<file path="src/pwtd_pkg.sv">
// pwtd_pkg: constants and state type for the pulse-width temperature decoder.
// Assumes a single 20 MHz system clock; every slower rate comes from enable pulses.
package pwtd_pkg;
  localparam int          CLK_HZ      = 20_000_000;            // system clock rate
  localparam int          TICK_HZ     = 1_000_000;             // reference tick rate
  localparam int          TICK_DIV    = CLK_HZ / TICK_HZ;      // clocks per tick
  localparam logic [7:0]  PRESCALE_1M = 8'(TICK_DIV - 1);      // n-1 setting for 1 MHz
  localparam int          STAGE_W     = 8;                     // width of one counter stage
  localparam int          N_STAGES    = 2;                     // cascaded stages
  localparam int          CNT_W       = STAGE_W * N_STAGES;    // phase counter width
  localparam logic [15:0] CNT_FULL    = 16'hFFFF;              // down-count preload
  localparam logic [15:0] CNT_ZERO    = 16'h0000;              // up-count restart value
  localparam int          ERR_BIT     = CNT_W - 1;             // msb means phase too long
  localparam logic [31:0] RATIO_SCALE = 32'h0000_0640;         // 400 * 4 for two frac bits
  localparam logic [17:0] TEMP_OFFSET = 18'h003AC;             // 235 * 4
  localparam logic [15:0] Q_SAT       = 16'hFFFF;              // quotient saturation
  localparam int          DIV_STEPS   = 32;                    // divider iterations
  typedef enum logic [1:0] {PWTD_IDLE, PWTD_CAPTURE, PWTD_CLEAR} pwtd_state_type;
endpackage

</file>
<file path="src/pwtd_decoder.sv">
// pwtd_decoder: measures high and low phases of a duty-cycle sensor pin and
// turns the pair into a 14.2 fixed-point temperature.
// Assumes flag_input_pin is asynchronous; all other inputs synchronous to clk_sys.
// Assumes read_ack is a one-cycle pulse and count_down changes between phases only.
`timescale 1ns/1ps
`default_nettype none
module pwtd_decoder (
  input  wire logic        clk_sys,          // 20 MHz system clock
  input  wire logic        resetn,           // async reset, active low
  input  wire logic        flag_input_pin,   // sensor output, asynchronous
  input  wire logic [7:0]  prescale,         // n-1, tick = clk_sys / n
  input  wire logic        count_down,       // 1: preloaded down-counter mode
  input  wire logic        read_ack,         // pulse: results have been read
  output logic [15:0]      high_phase_time,  // latest high phase count
  output logic [15:0]      low_phase_time,   // latest low phase count
  output logic [15:0]      last_phase_time,  // most recent capture, either phase
  output logic             last_phase_level, // 1: last capture was a high phase
  output logic             pair_ready,       // sticky, complete pair latched
  output logic             link_error,       // sticky, phase overran half scale
  output logic [15:0]      temperature,      // signed degrees, 14.2
  output logic             temp_valid,       // sticky, temperature updated
  output logic             busy              // divider working
);
  import pwtd_pkg::*;
  // counter widths and counts below come from the package; prescaler and divider widths are written out

  // synchroniser and edge detect
  logic sync_a;         // first stage, read only by sync_b
  logic sync_b;         // second stage
  logic level_q;        // delayed copy for edge detect
  logic [7:0] pre_cnt;  // prescaler count
  wire  [CNT_W-1:0] cnt;           // phase counter, one slice per stage
  wire  [N_STAGES-1:0] stage_carry; // carry into each stage
  pwtd_state_type state;
  pwtd_state_type next_state;
  // divider
  logic [31:0] div_num;    // dividend shifting out
  logic [32:0] div_rem;    // partial remainder
  logic [31:0] div_quo;    // quotient
  logic [15:0] div_den;    // divisor, low time
  logic [5:0]  div_steps;  // remaining iterations

  // pin synchroniser; nothing but sync_b reads the first stage
  always_ff @(posedge clk_sys or negedge resetn) begin
    if (!resetn) begin
      sync_a  <= 1'b0;
      sync_b  <= 1'b0;
      level_q <= 1'b0;
    end else begin
      sync_a  <= flag_input_pin;
      sync_b  <= sync_a;
      level_q <= sync_b;
    end
  end

  // xor of the synchronised level and its delayed copy: both edges, one cycle each
  wire pin_edge  = sync_b ^ level_q;
  // tick enable; divide by prescale+1
  // >= rather than == so a smaller prescale takes hold at once, not after a wrap
  wire tick      = (pre_cnt >= prescale);
  // one strobe per edge: capture for one cycle, then clear for one
  wire capture   = (state == PWTD_CAPTURE);
  wire clear_cnt = (state == PWTD_CLEAR);
  // counting value seen as elapsed time in either mode
  wire [CNT_W-1:0] elapsed = count_down ? (CNT_FULL - cnt) : cnt;
  // the counter parks at its end (full scale up, zero down) instead of wrapping, so a dead link stays flagged
  wire at_limit  = count_down ? (cnt == CNT_ZERO) : (cnt == CNT_FULL);
  // frozen outside idle, so no tick lands in the capture or the clear cycle
  wire run       = tick && (state == PWTD_IDLE) && !at_limit;
  // level after the edge; low now means a high phase just ended
  wire ended_high = capture && !level_q;
  wire ended_low  = capture && level_q;

  // prescaler
  // free-running; it keeps going through capture and clear
  always_ff @(posedge clk_sys or negedge resetn) begin
    if (!resetn) begin
      pre_cnt <= 8'h00;
    end else if (tick) begin
      pre_cnt <= 8'h00;
    end else begin
      pre_cnt <= pre_cnt + 8'h01;
    end
  end

  // two cascaded 8-bit stages; stage k steps when all lower stages wrap
  genvar k;
  generate
    for (k = 0; k < N_STAGES; k++) begin : g_stage
      // down mode borrows when the lower stage sits at zero, up mode carries at all ones
      wire [STAGE_W-1:0] wrap_val = count_down ? {STAGE_W{1'b0}} : {STAGE_W{1'b1}};
      logic [STAGE_W-1:0] stage_q; // this stage's count
      // each stage owns its flop; the slices are stitched into cnt here
      assign cnt[k*STAGE_W +: STAGE_W] = stage_q;
      if (k == 0) begin : g_first
        assign stage_carry[k] = run;
      end else begin : g_next
        assign stage_carry[k] = stage_carry[k-1] && (cnt[(k-1)*STAGE_W +: STAGE_W] == wrap_val);
      end
      // stage register; the clear wins over a carry in the same cycle
      always_ff @(posedge clk_sys or negedge resetn) begin
        if (!resetn) begin
          stage_q <= {STAGE_W{1'b0}};
        end else if (clear_cnt) begin
          // restart: zero up, full scale down
          stage_q <= count_down ? CNT_FULL[k*STAGE_W +: STAGE_W]
                                : CNT_ZERO[k*STAGE_W +: STAGE_W];
        end else if (stage_carry[k]) begin
          stage_q <= count_down ? stage_q - {{(STAGE_W-1){1'b0}}, 1'b1}
                                : stage_q + {{(STAGE_W-1){1'b0}}, 1'b1};
        end
      end
    end
  endgenerate

  // capture then clear; edges inside these two cycles are lost, harmless for ms phases
  // the capture always comes a cycle before the clear
  always_comb begin
    case (state)
      PWTD_IDLE:    next_state = pin_edge ? PWTD_CAPTURE : PWTD_IDLE;
      PWTD_CAPTURE: next_state = PWTD_CLEAR;
      PWTD_CLEAR:   next_state = PWTD_IDLE;
      default:      next_state = PWTD_IDLE;
    endcase
  end

  // state register
  always_ff @(posedge clk_sys or negedge resetn) begin
    if (!resetn) begin
      state <= PWTD_IDLE;
    end else begin
      state <= next_state;
    end
  end

  // holding registers
  // only the register of the ended phase moves; the other keeps its last value
  // the single-register view carries the level so a reader can tell the phases apart
  always_ff @(posedge clk_sys or negedge resetn) begin
    if (!resetn) begin
      high_phase_time  <= 16'h0000;
      low_phase_time   <= 16'h0000;
      last_phase_time  <= 16'h0000;
      last_phase_level <= 1'b0;
    end else if (capture) begin
      last_phase_time  <= elapsed;
      last_phase_level <= !level_q;
      if (ended_high) begin
        high_phase_time <= elapsed;
      end else begin
        low_phase_time  <= elapsed;
      end
    end
  end

  // sticky flags; setting wins over read_ack
  // a read in the set cycle is dropped on purpose, so no event goes unseen
  // link error watches the msb: no valid phase ever reaches half scale
  always_ff @(posedge clk_sys or negedge resetn) begin
    if (!resetn) begin
      pair_ready <= 1'b0;
      link_error <= 1'b0;
    end else begin
      pair_ready <= ended_low || (pair_ready && !read_ack);
      link_error <= elapsed[ERR_BIT] || (link_error && !read_ack);
    end
  end

  // divider: quotient = 1600 * high / low, one bit per clock
  wire        div_start = ended_low && (elapsed != CNT_ZERO);
  wire [32:0] div_try   = {div_rem[31:0], div_num[31]};
  wire        div_fits  = (div_try >= {17'h00000, div_den});
  // quotient after the step in progress; the last step's bit is not in div_quo yet
  wire [31:0] div_quo_next = {div_quo[30:0], div_fits};
  // final step this cycle, unless a new low capture restarts the divider
  wire        div_last  = (div_steps == 6'h01) && !div_start;
  // saturation keeps a very short low phase from wrapping the 16-bit quotient; the temperature can still wrap
  wire [15:0] q_sat     = (div_quo_next > {16'h0000, Q_SAT}) ? Q_SAT : div_quo_next[15:0];
  // 235*4 - quotient, both in quarters of a degree
  wire [17:0] temp_calc = TEMP_OFFSET - {2'b00, q_sat};

  // restoring division, one quotient bit per clock, 32 clocks per result
  // a new low capture restarts it even mid-run; only the newest pair matters
  always_ff @(posedge clk_sys or negedge resetn) begin
    if (!resetn) begin
      div_num   <= 32'h0000_0000;
      div_rem   <= 33'h0_0000_0000;
      div_quo   <= 32'h0000_0000;
      div_den   <= 16'h0000;
      div_steps <= 6'h00;
    end else if (div_start) begin
      // ratio only: tick rate cancels out
      div_num   <= 32'(high_phase_time) * RATIO_SCALE;
      div_rem   <= 33'h0_0000_0000;
      div_quo   <= 32'h0000_0000;
      div_den   <= elapsed;
      div_steps <= 6'(DIV_STEPS);
    end else if (busy) begin
      div_num   <= {div_num[30:0], 1'b0};
      div_rem   <= div_fits ? (div_try - {17'h00000, div_den}) : div_try;
      div_quo   <= div_quo_next;
      div_steps <= div_steps - 6'h01;
    end
  end

  // busy straight from the step counter, no extra flop
  assign busy = (div_steps != 6'h00);

  // result register
  always_ff @(posedge clk_sys or negedge resetn) begin
    if (!resetn) begin
      temperature <= 16'h0000;
      temp_valid  <= 1'b0;
    end else begin
      // latch on the final step, with the bit that step produces
      if (div_last) begin
        temperature <= 16'(temp_calc);
      end
      temp_valid <= div_last || (temp_valid && !read_ack);
    end
  end

endmodule // pwtd_decoder
`default_nettype wire

</file>
<file path="config.mk">
export PLATFORM = sky130hd
export DESIGN_NAME = pwtd_decoder
export DESIGN_NICKNAME = d
export VERILOG_FILES = /design/src/pwtd_pkg.sv /design/src/pwtd_decoder.sv
export SDC_FILE = /design/constraint.sdc
export NUM_CORES = 1
export LEC_CHECK = 0
export ABC_AREA = 0
export BUFFER_PORTS_ARGS = -buffer_cell sky130_fd_sc_hd__buf_2
export CORE_ASPECT_RATIO = 0.6
export CORE_MARGIN = 2
export CORE_UTILIZATION = 56
export CTS_CLUSTER_SIZE = 8
export DETAILED_ROUTE_END_ITERATION = 6
export PLACE_DENSITY = 0.86
export SYNTH_ARGS = -nofsm -noshare
export SYNTH_HDL_FRONTEND = slang
export SYNTH_SLANG_ARGS = --single-unit
</file>
<file path="constraint.sdc">
create_clock -name clk_sys -period 3.5 [get_ports clk_sys]
set_input_delay 0.35 -clock clk_sys [delete_from_list [all_inputs] [get_ports clk_sys]]
set_output_delay 0.35 -clock clk_sys [all_outputs]
set_load 0.01 [all_outputs]
</file>
### Yosys cells after proc, flatten, opt, wreduce, memory -nomap -nowiden

Cells that the tools add are included.

* register bits: 214
* output and inout bits: 69
* logic and storage cells: 89

* add/subtract/negate cells: 9
* multipliers: 1
* magnitude comparators: 3
* eq/ne operators: 5
* mux-type cells: 23
* bitwise logic cells: 2
* reduce and logical (&&, ||, !) cells: 26

Operators by type and width (number)
* 32-bit 2-to-1 mux: 5
* 8-bit 2-to-1 mux: 9
* 31-bit 2-to-1 mux: 2
* 33-bit by 16-bit greater-or-equal comparator with 1-bit output: 1
* 32-bit by 16-bit greater-than comparator with 1-bit output (second input constant): 1
* 16-bit 2-to-1 mux: 2
* 32-bit by 16-bit subtractor with 32-bit output: 1
* 8-bit by 1-bit adder with 8-bit output (second input constant): 3
* 16-bit by 5-bit multiplier with 21-bit output (second input constant): 1
* 16-bit equality test (second input constant): 1
* 16-bit zero test: 1
* 16-bit nonzero test: 1
* 10-bit by 16-bit subtractor with 16-bit output (first input constant): 1
* 16-bit subtractor (first input constant): 1
* 8-bit by 1-bit subtractor with 8-bit output (second input constant): 2
* 6-bit 2-to-1 mux: 2
* 1-bit logical AND: 10
* 8-bit equality test: 1
* 8-bit greater-or-equal comparator: 1
* 6-bit by 1-bit equality test with 1-bit output (second input constant): 1
* 2-bit nonzero test: 3
* 6-bit nonzero test: 1
* 6-bit by 1-bit subtractor with 6-bit output (second input constant): 1
* 1-bit zero test: 4
* other kinds (9): 13

### Depth between registers and ports, before layout

* word-level depth: 7
* gate-level depth with buffers: 17

### Worst setup path after synthesis

No wires, ideal clock.

* path kind: reg2reg
* start point: reg div_rem[9]
* end point: reg temperature[14]
* library setup time: 83 ps
* arrival time: 3521 ps
* data required time: 3417 ps
* setup slack: -105 ps
* cell stages (with the launch flop): 17
* path buffers: 2
* clock period less this slack: 3605 ps
* path through: dfrtp_1 ha_1 buf_2 a21oi_1 o21ai_0 a221o_1 or3_1 buf_2 nor2_1 ha_1 and3b_1 o21ai_0 nand2b_1 o21ai_0 nand2_1 xnor2_1 o21ai_0

* word-level cells in the longest chain between the ends: 4

Ends and longest elaborated chain
* from (decl): RTL line pwtd_decoder.sv:38 `logic [32:0] div_rem;`
* from (signal assigned): RTL line pwtd_decoder.sv:200 `div_rem <= div_fits ? (div_try - {17'h00000, div_den}) : div_try;`
* 33-bit by 16-bit greater-or-equal comparator with 1-bit output (*): RTL line pwtd_decoder.sv:172 `wire div_fits = (div_try >= {17'h00000, div_den});`
* 32-bit by 16-bit greater-than comparator with 1-bit output: RTL line pwtd_decoder.sv:178 `wire [15:0] q_sat = (div_quo_next > {16'h0000, Q_SAT}) ? Q_SAT : div_quo_next[15:0];`
* 16-bit 2-to-1 mux (*): RTL line pwtd_decoder.sv:178
* 10-bit by 16-bit subtractor with 16-bit output (*): RTL line pwtd_decoder.sv:180 `wire [17:0] temp_calc = TEMP_OFFSET - {2'b00, q_sat};`
* to (signal assigned): RTL line pwtd_decoder.sv:217 `temperature <= 16'(temp_calc);`
* to (decl): RTL line pwtd_decoder.sv:20 `output logic [15:0] temperature,`

Every way passes the cells marked *; elsewhere a longest branch is shown, timed or not.
A chain may end at the register's enable or synchronous reset.

### Worst setup path after layout

* start point: reg high_phase_time[2]
* end point: reg div_num[19]

* word-level cells in the longest chain between the ends: 2

Ends and longest elaborated chain
* from (decl): RTL line pwtd_decoder.sv:14 `output logic [15:0] high_phase_time,`
* from (signal assigned): RTL line pwtd_decoder.sv:149 `high_phase_time <= elapsed;`
* 16-bit by 5-bit multiplier with 21-bit output: RTL line pwtd_decoder.sv:193 `div_num <= 32'(high_phase_time) * RATIO_SCALE;`
* 32-bit 2-to-1 mux: RTL line pwtd_decoder.sv:191 `end else if (div_start) begin`
* to (signal assigned): RTL line pwtd_decoder.sv:193
* to (signal assigned): RTL line pwtd_decoder.sv:199 `div_num <= {div_num[30:0], 1'b0};`
* to (decl): RTL line pwtd_decoder.sv:37 `logic [31:0] div_num;`

No other way between the ends.

==> metrics.csv <==
stage,metric,value,unit
critical_path,timing.critical_path.cells,ha_1 -> ha_1 -> inv_1 -> fa_1 -> inv_1 -> ha_1 -> a211oi_1 -> o21a_1 -> buf_4 -> o31ai_1 -> a21oi_1 -> xor2_1 -> o21ai_0,
die,floorplan.initialDensity,57.1,%
die,rows,42,
grt,first_pass_grt_wire_length,53.1,mm
critical_path,cell_type_group_with_the_largest_total_delay_on_the_critical_path,adder cells,
routing,highest_layer,met4,
layout,final_layout_size_suffix_gt1_share,14.5,%
die,die_height,120,um
critical_path,timing.critical_path.slowest_cell_delay,0.50,ns
logic_synthesis,netlist-cell-type-count,79,
sta,relSlewSlack,16.3,%
critical_path,setup.reg_to_reg.worst_slack,0.1,ns
layout,ff_latch_area,0.00521,sq mm
critical_path,rr_endpoint,div_num[19],
clock_tree,cts.root.buffer_cell,clkbuf_16,
sta,least_margin_pin_slew,1.25,ns
placed_design,placement.io_buffers,81,
critical_path,crit_cells,13,
sta,timing.fmax,294,MHz
routing,wirelength_met1,14.7,mm
sta,period_share,97.2,%
critical_path,setup.worst_path.end_class,flip-flop,
sta,report.final.slew_viol_count,0,
critical_path,worstSetupStartpointType,flip-flop,
logic_synthesis,synthCells,1422,
die,die-area,0.0237,sq mm
critical_path,reg2reg_from,high_phase_time[2],
min_path,timing.hold.worst.class,primary input to flip-flop,
sta,report.final.hold_viol_count,0,
placed_design,place.gp.congestion,0.935,
logic_synthesis,synthesized_flop_and_latch_total,208,
routing,wl_per_cell,18.2,um
routing,wirelength,32.9,mm
critical_path,timing.critical_path.slowest_stage_cell,fa_1,
logic_synthesis,synth_nets,1542,
critical_path,worstPathBufferInverterCount,3,
routing,avgViaCountPerCell,6.04,
critical_path,crit_arrival,3.82,ns
grt,grt_use_total,27.9,%
routing,drt_drc_violations_left,0,
critical_path,crit_path_start,high_phase_time[2],
sta,finalSetupTns,0,ns
logic_synthesis,syn-mean-instance-area,8.84,sq um
clock_tree,clk_latency,0.55,ns
logic_synthesis,synth_top_flop_cell,dfrtp_1,
routing,detail_route.iter0.violations,1173,
layout,design.final.nets,1641,
clock_tree,cts-root-to-sink-buffers,3,
logic_synthesis,number_of_synthesized_flops_with_an_enable_pin,0,
grt,antenna_violations_before_repair,0,
clock_tree,numCtsBuffers,29,
die,die_width,197,um
routing,met3RoutedLength,3.42,mm
critical_path,worstRegToRegCells,13,
logic_synthesis,warnings_synthesis,0,
flow_run,cap_violations,0,
critical_path,crit_path_max_fanout,5,
critical_path,cp_data_required_time,3.92,ns
routing,firstDrtPassIters,5,
grt,grt_overflow_total,0,
outcome,status,"finished, final reports clean",
layout,num_antenna_cells,0,
clock_tree,h_tree_depth_reported_by_cts,1,
grt,maximum_number_of_pins_on_one_net_before_global_route_repair,103,
logic_synthesis,postSynth.asyncResetShare,100,%
critical_path,critical_path_type,flip-flop to flip-flop,
layout,multi_input_comb_area,0.00675,sq mm
die,design.core.area,0.0220,sq mm
routing,detailroute.wirelength.met2,14.1,mm
logic_synthesis,share_of_the_yosys_chip_area_belonging_to_registers,41.4,%
sta,skew,0.0175,ns
layout,fillCellCount,1664,
grt,number_of_global_route_vias_before_repair,10321,
critical_path,critical_path.endpoint,div_num[19],
clock_tree,tritoncts,done,
logic_synthesis,post_synth_instance_area,0.0126,sq mm
routing,route.antenna.remaining_nets,0,
placed_design,place_hpwl,23.2,mm
routing,detailroute.via_count,10913,
clock_tree,cts.reportedPaths.clkPinSlew,0.05,ns
sta,period_minus_ws_final,3.40,ns
critical_path,cpMostUsedCell,ha_1,
layout,area_delta_synth_final,14.2,%
die,ios,82,
clock_tree,cts_num_sinks,208,
sta,setup_viol,0,
==> what timing repair did <==
item / in CTS / in global routing
pin swaps: 0 / 2
endpoints found under the hold margin: 100 / 0
gates resized for setup: 2 / 15
hold buffers: 2 / 0
buffers inserted: 0 / 5
setup endpoints to repair: 1 / 9
==> through the flow <==
stage / hold slack [ns] / utilization, % / instances / setup slack [ns] / cell area (sq um)
4_1_cts: 0.0474 / 64.7 / 1801 / 0.0358 / 14200
6_report: 0.0465 / 65.2 / 1806 / 0.0995 / 14400
2_1_floorplan: 0.0544 / - / 1422 / 0.0588 / 12600
5_1_grt: 0.0733 / 65.2 / 1806 / -0.0138 / 14400
3_3_place_gp: 0.335 / 61.3 / 1769 / 0.107 / 13500
3_5_place_dp: 0.336 / 61.3 / 1769 / -0.0940 / 13500
==> area by class of cell <==
type                            count  share of cell area [%]
Inverter                          103                    2.69
Multi-Input combinational cell   1035                    47.0
Timing Repair Buffer              144                    6.39
Clock inverter                      1                  0.0610
Sequential cell                   208                    36.3
Tap cell                          286                    2.49
Clock buffer                       29                    5.06
==> state kept, by name (all words and copies together) (netlist names), 2 cells and up <==
| name | cells |
|---|---|
| g_stage.stage_q | 16 |
| div_steps | 6 |
| last_phase_time | 16 |
| div_den | 16 |
| div_quo | 31 |
| state | 2 |
| div_num | 26 |
| pre_cnt | 8 |
| temperature | 16 |
| high_phase_time | 16 |
| low_phase_time | 16 |
| div_rem | 32 |
==> worst min path at each step <==
| stage | start | to | slack (ns) | cells after the start |
|---|---|---|---|---|
| CTS | read_ack | temp_valid | 0.05 | 2 |
| floorplan | resetn | div_den[0] | 0.05 | 0 |
| global placement | sync_a | sync_b | 0.34 | 0 |
| global route | read_ack | temp_valid | 0.07 | 2 |
| detailed placement | sync_a | sync_b | 0.34 | 0 |
| finish | read_ack | temp_valid | 0.05 | 2 |
==> cell usage after synthesis (all sizes together), types with 4 or more instances <==
library cell	number	area [sq um]
nand2	241	905
dfrtp	208	5200
inv	103	387
ha	93	1160
nor2	89	334
o21ai	87	435
a21oi	83	415
clkbuf	59	223
nor3	50	267
xnor2	40	350
nand3	36	180
a211oi	29	223
nor4	22	159
a31oi	20	125
xor2	20	175
buf	17	87.6
a21o	16	120
nand4	15	93.8
fa	14	280
nor2b	13	81.3
or3	13	87.6
a22o	11	96.3
nand2b	11	68.8
a311oi	9	78.8
and3	9	56.3
or4	9	81.3
o211ai	8	60.1
o21a	8	60.1
mux2i	7	70.1
mux2	6	67.6
or2	6	37.5
a21boi	5	37.5
and2	5	31.3
and4	5	43.8
o31a	5	43.8
o31ai	5	37.5
o21bai	4	30.0
==> logic make-up (layout without fill, tap and decap cells) <==
| family | count (synthesis) | count (layout) | synth area share [%] |
|---|---|---|---|
| fa+ha+maj | 107 | 107 | 11.5 |
| flops | 208 | 208 | 41.4 |
| compound gates | 320 | 320 | 16.2 |
| mux | 13 | 13 | 1.10 |
| simple gates | 535 | 535 | 20.1 |
| xor+xnor | 60 | 60 | 4.18 |
| buf+inv | 179 | 277 | 5.55 |
==> routing by layer <==
metal	vias to the layer above	GRT usage (%)
li1	5134	-
met1	5262	40.9
met2	452	40.0
met3	65	9.16
met4	0	6.72
met5	-	0
==> cells in the final DEF, fill, tap and decap left out, drive strengths merged, types with 11 or more instances in the layout <==
master,instances
a211oi,29
a21o,16
a21oi,83
a22o,11
a31oi,20
buf,141
clkbuf,30
dfrtp,208
fa,14
ha,93
inv,104
nand2,241
nand2b,11
nand3,36
nand4,15
nor2,89
nor2b,13
nor3,50
nor4,22
o21ai,87
or3,13
xnor2,40
xor2,20
Power is not shown: default switching activity piles up to over one toggle a cycle in this logic, so the estimate is an artifact.
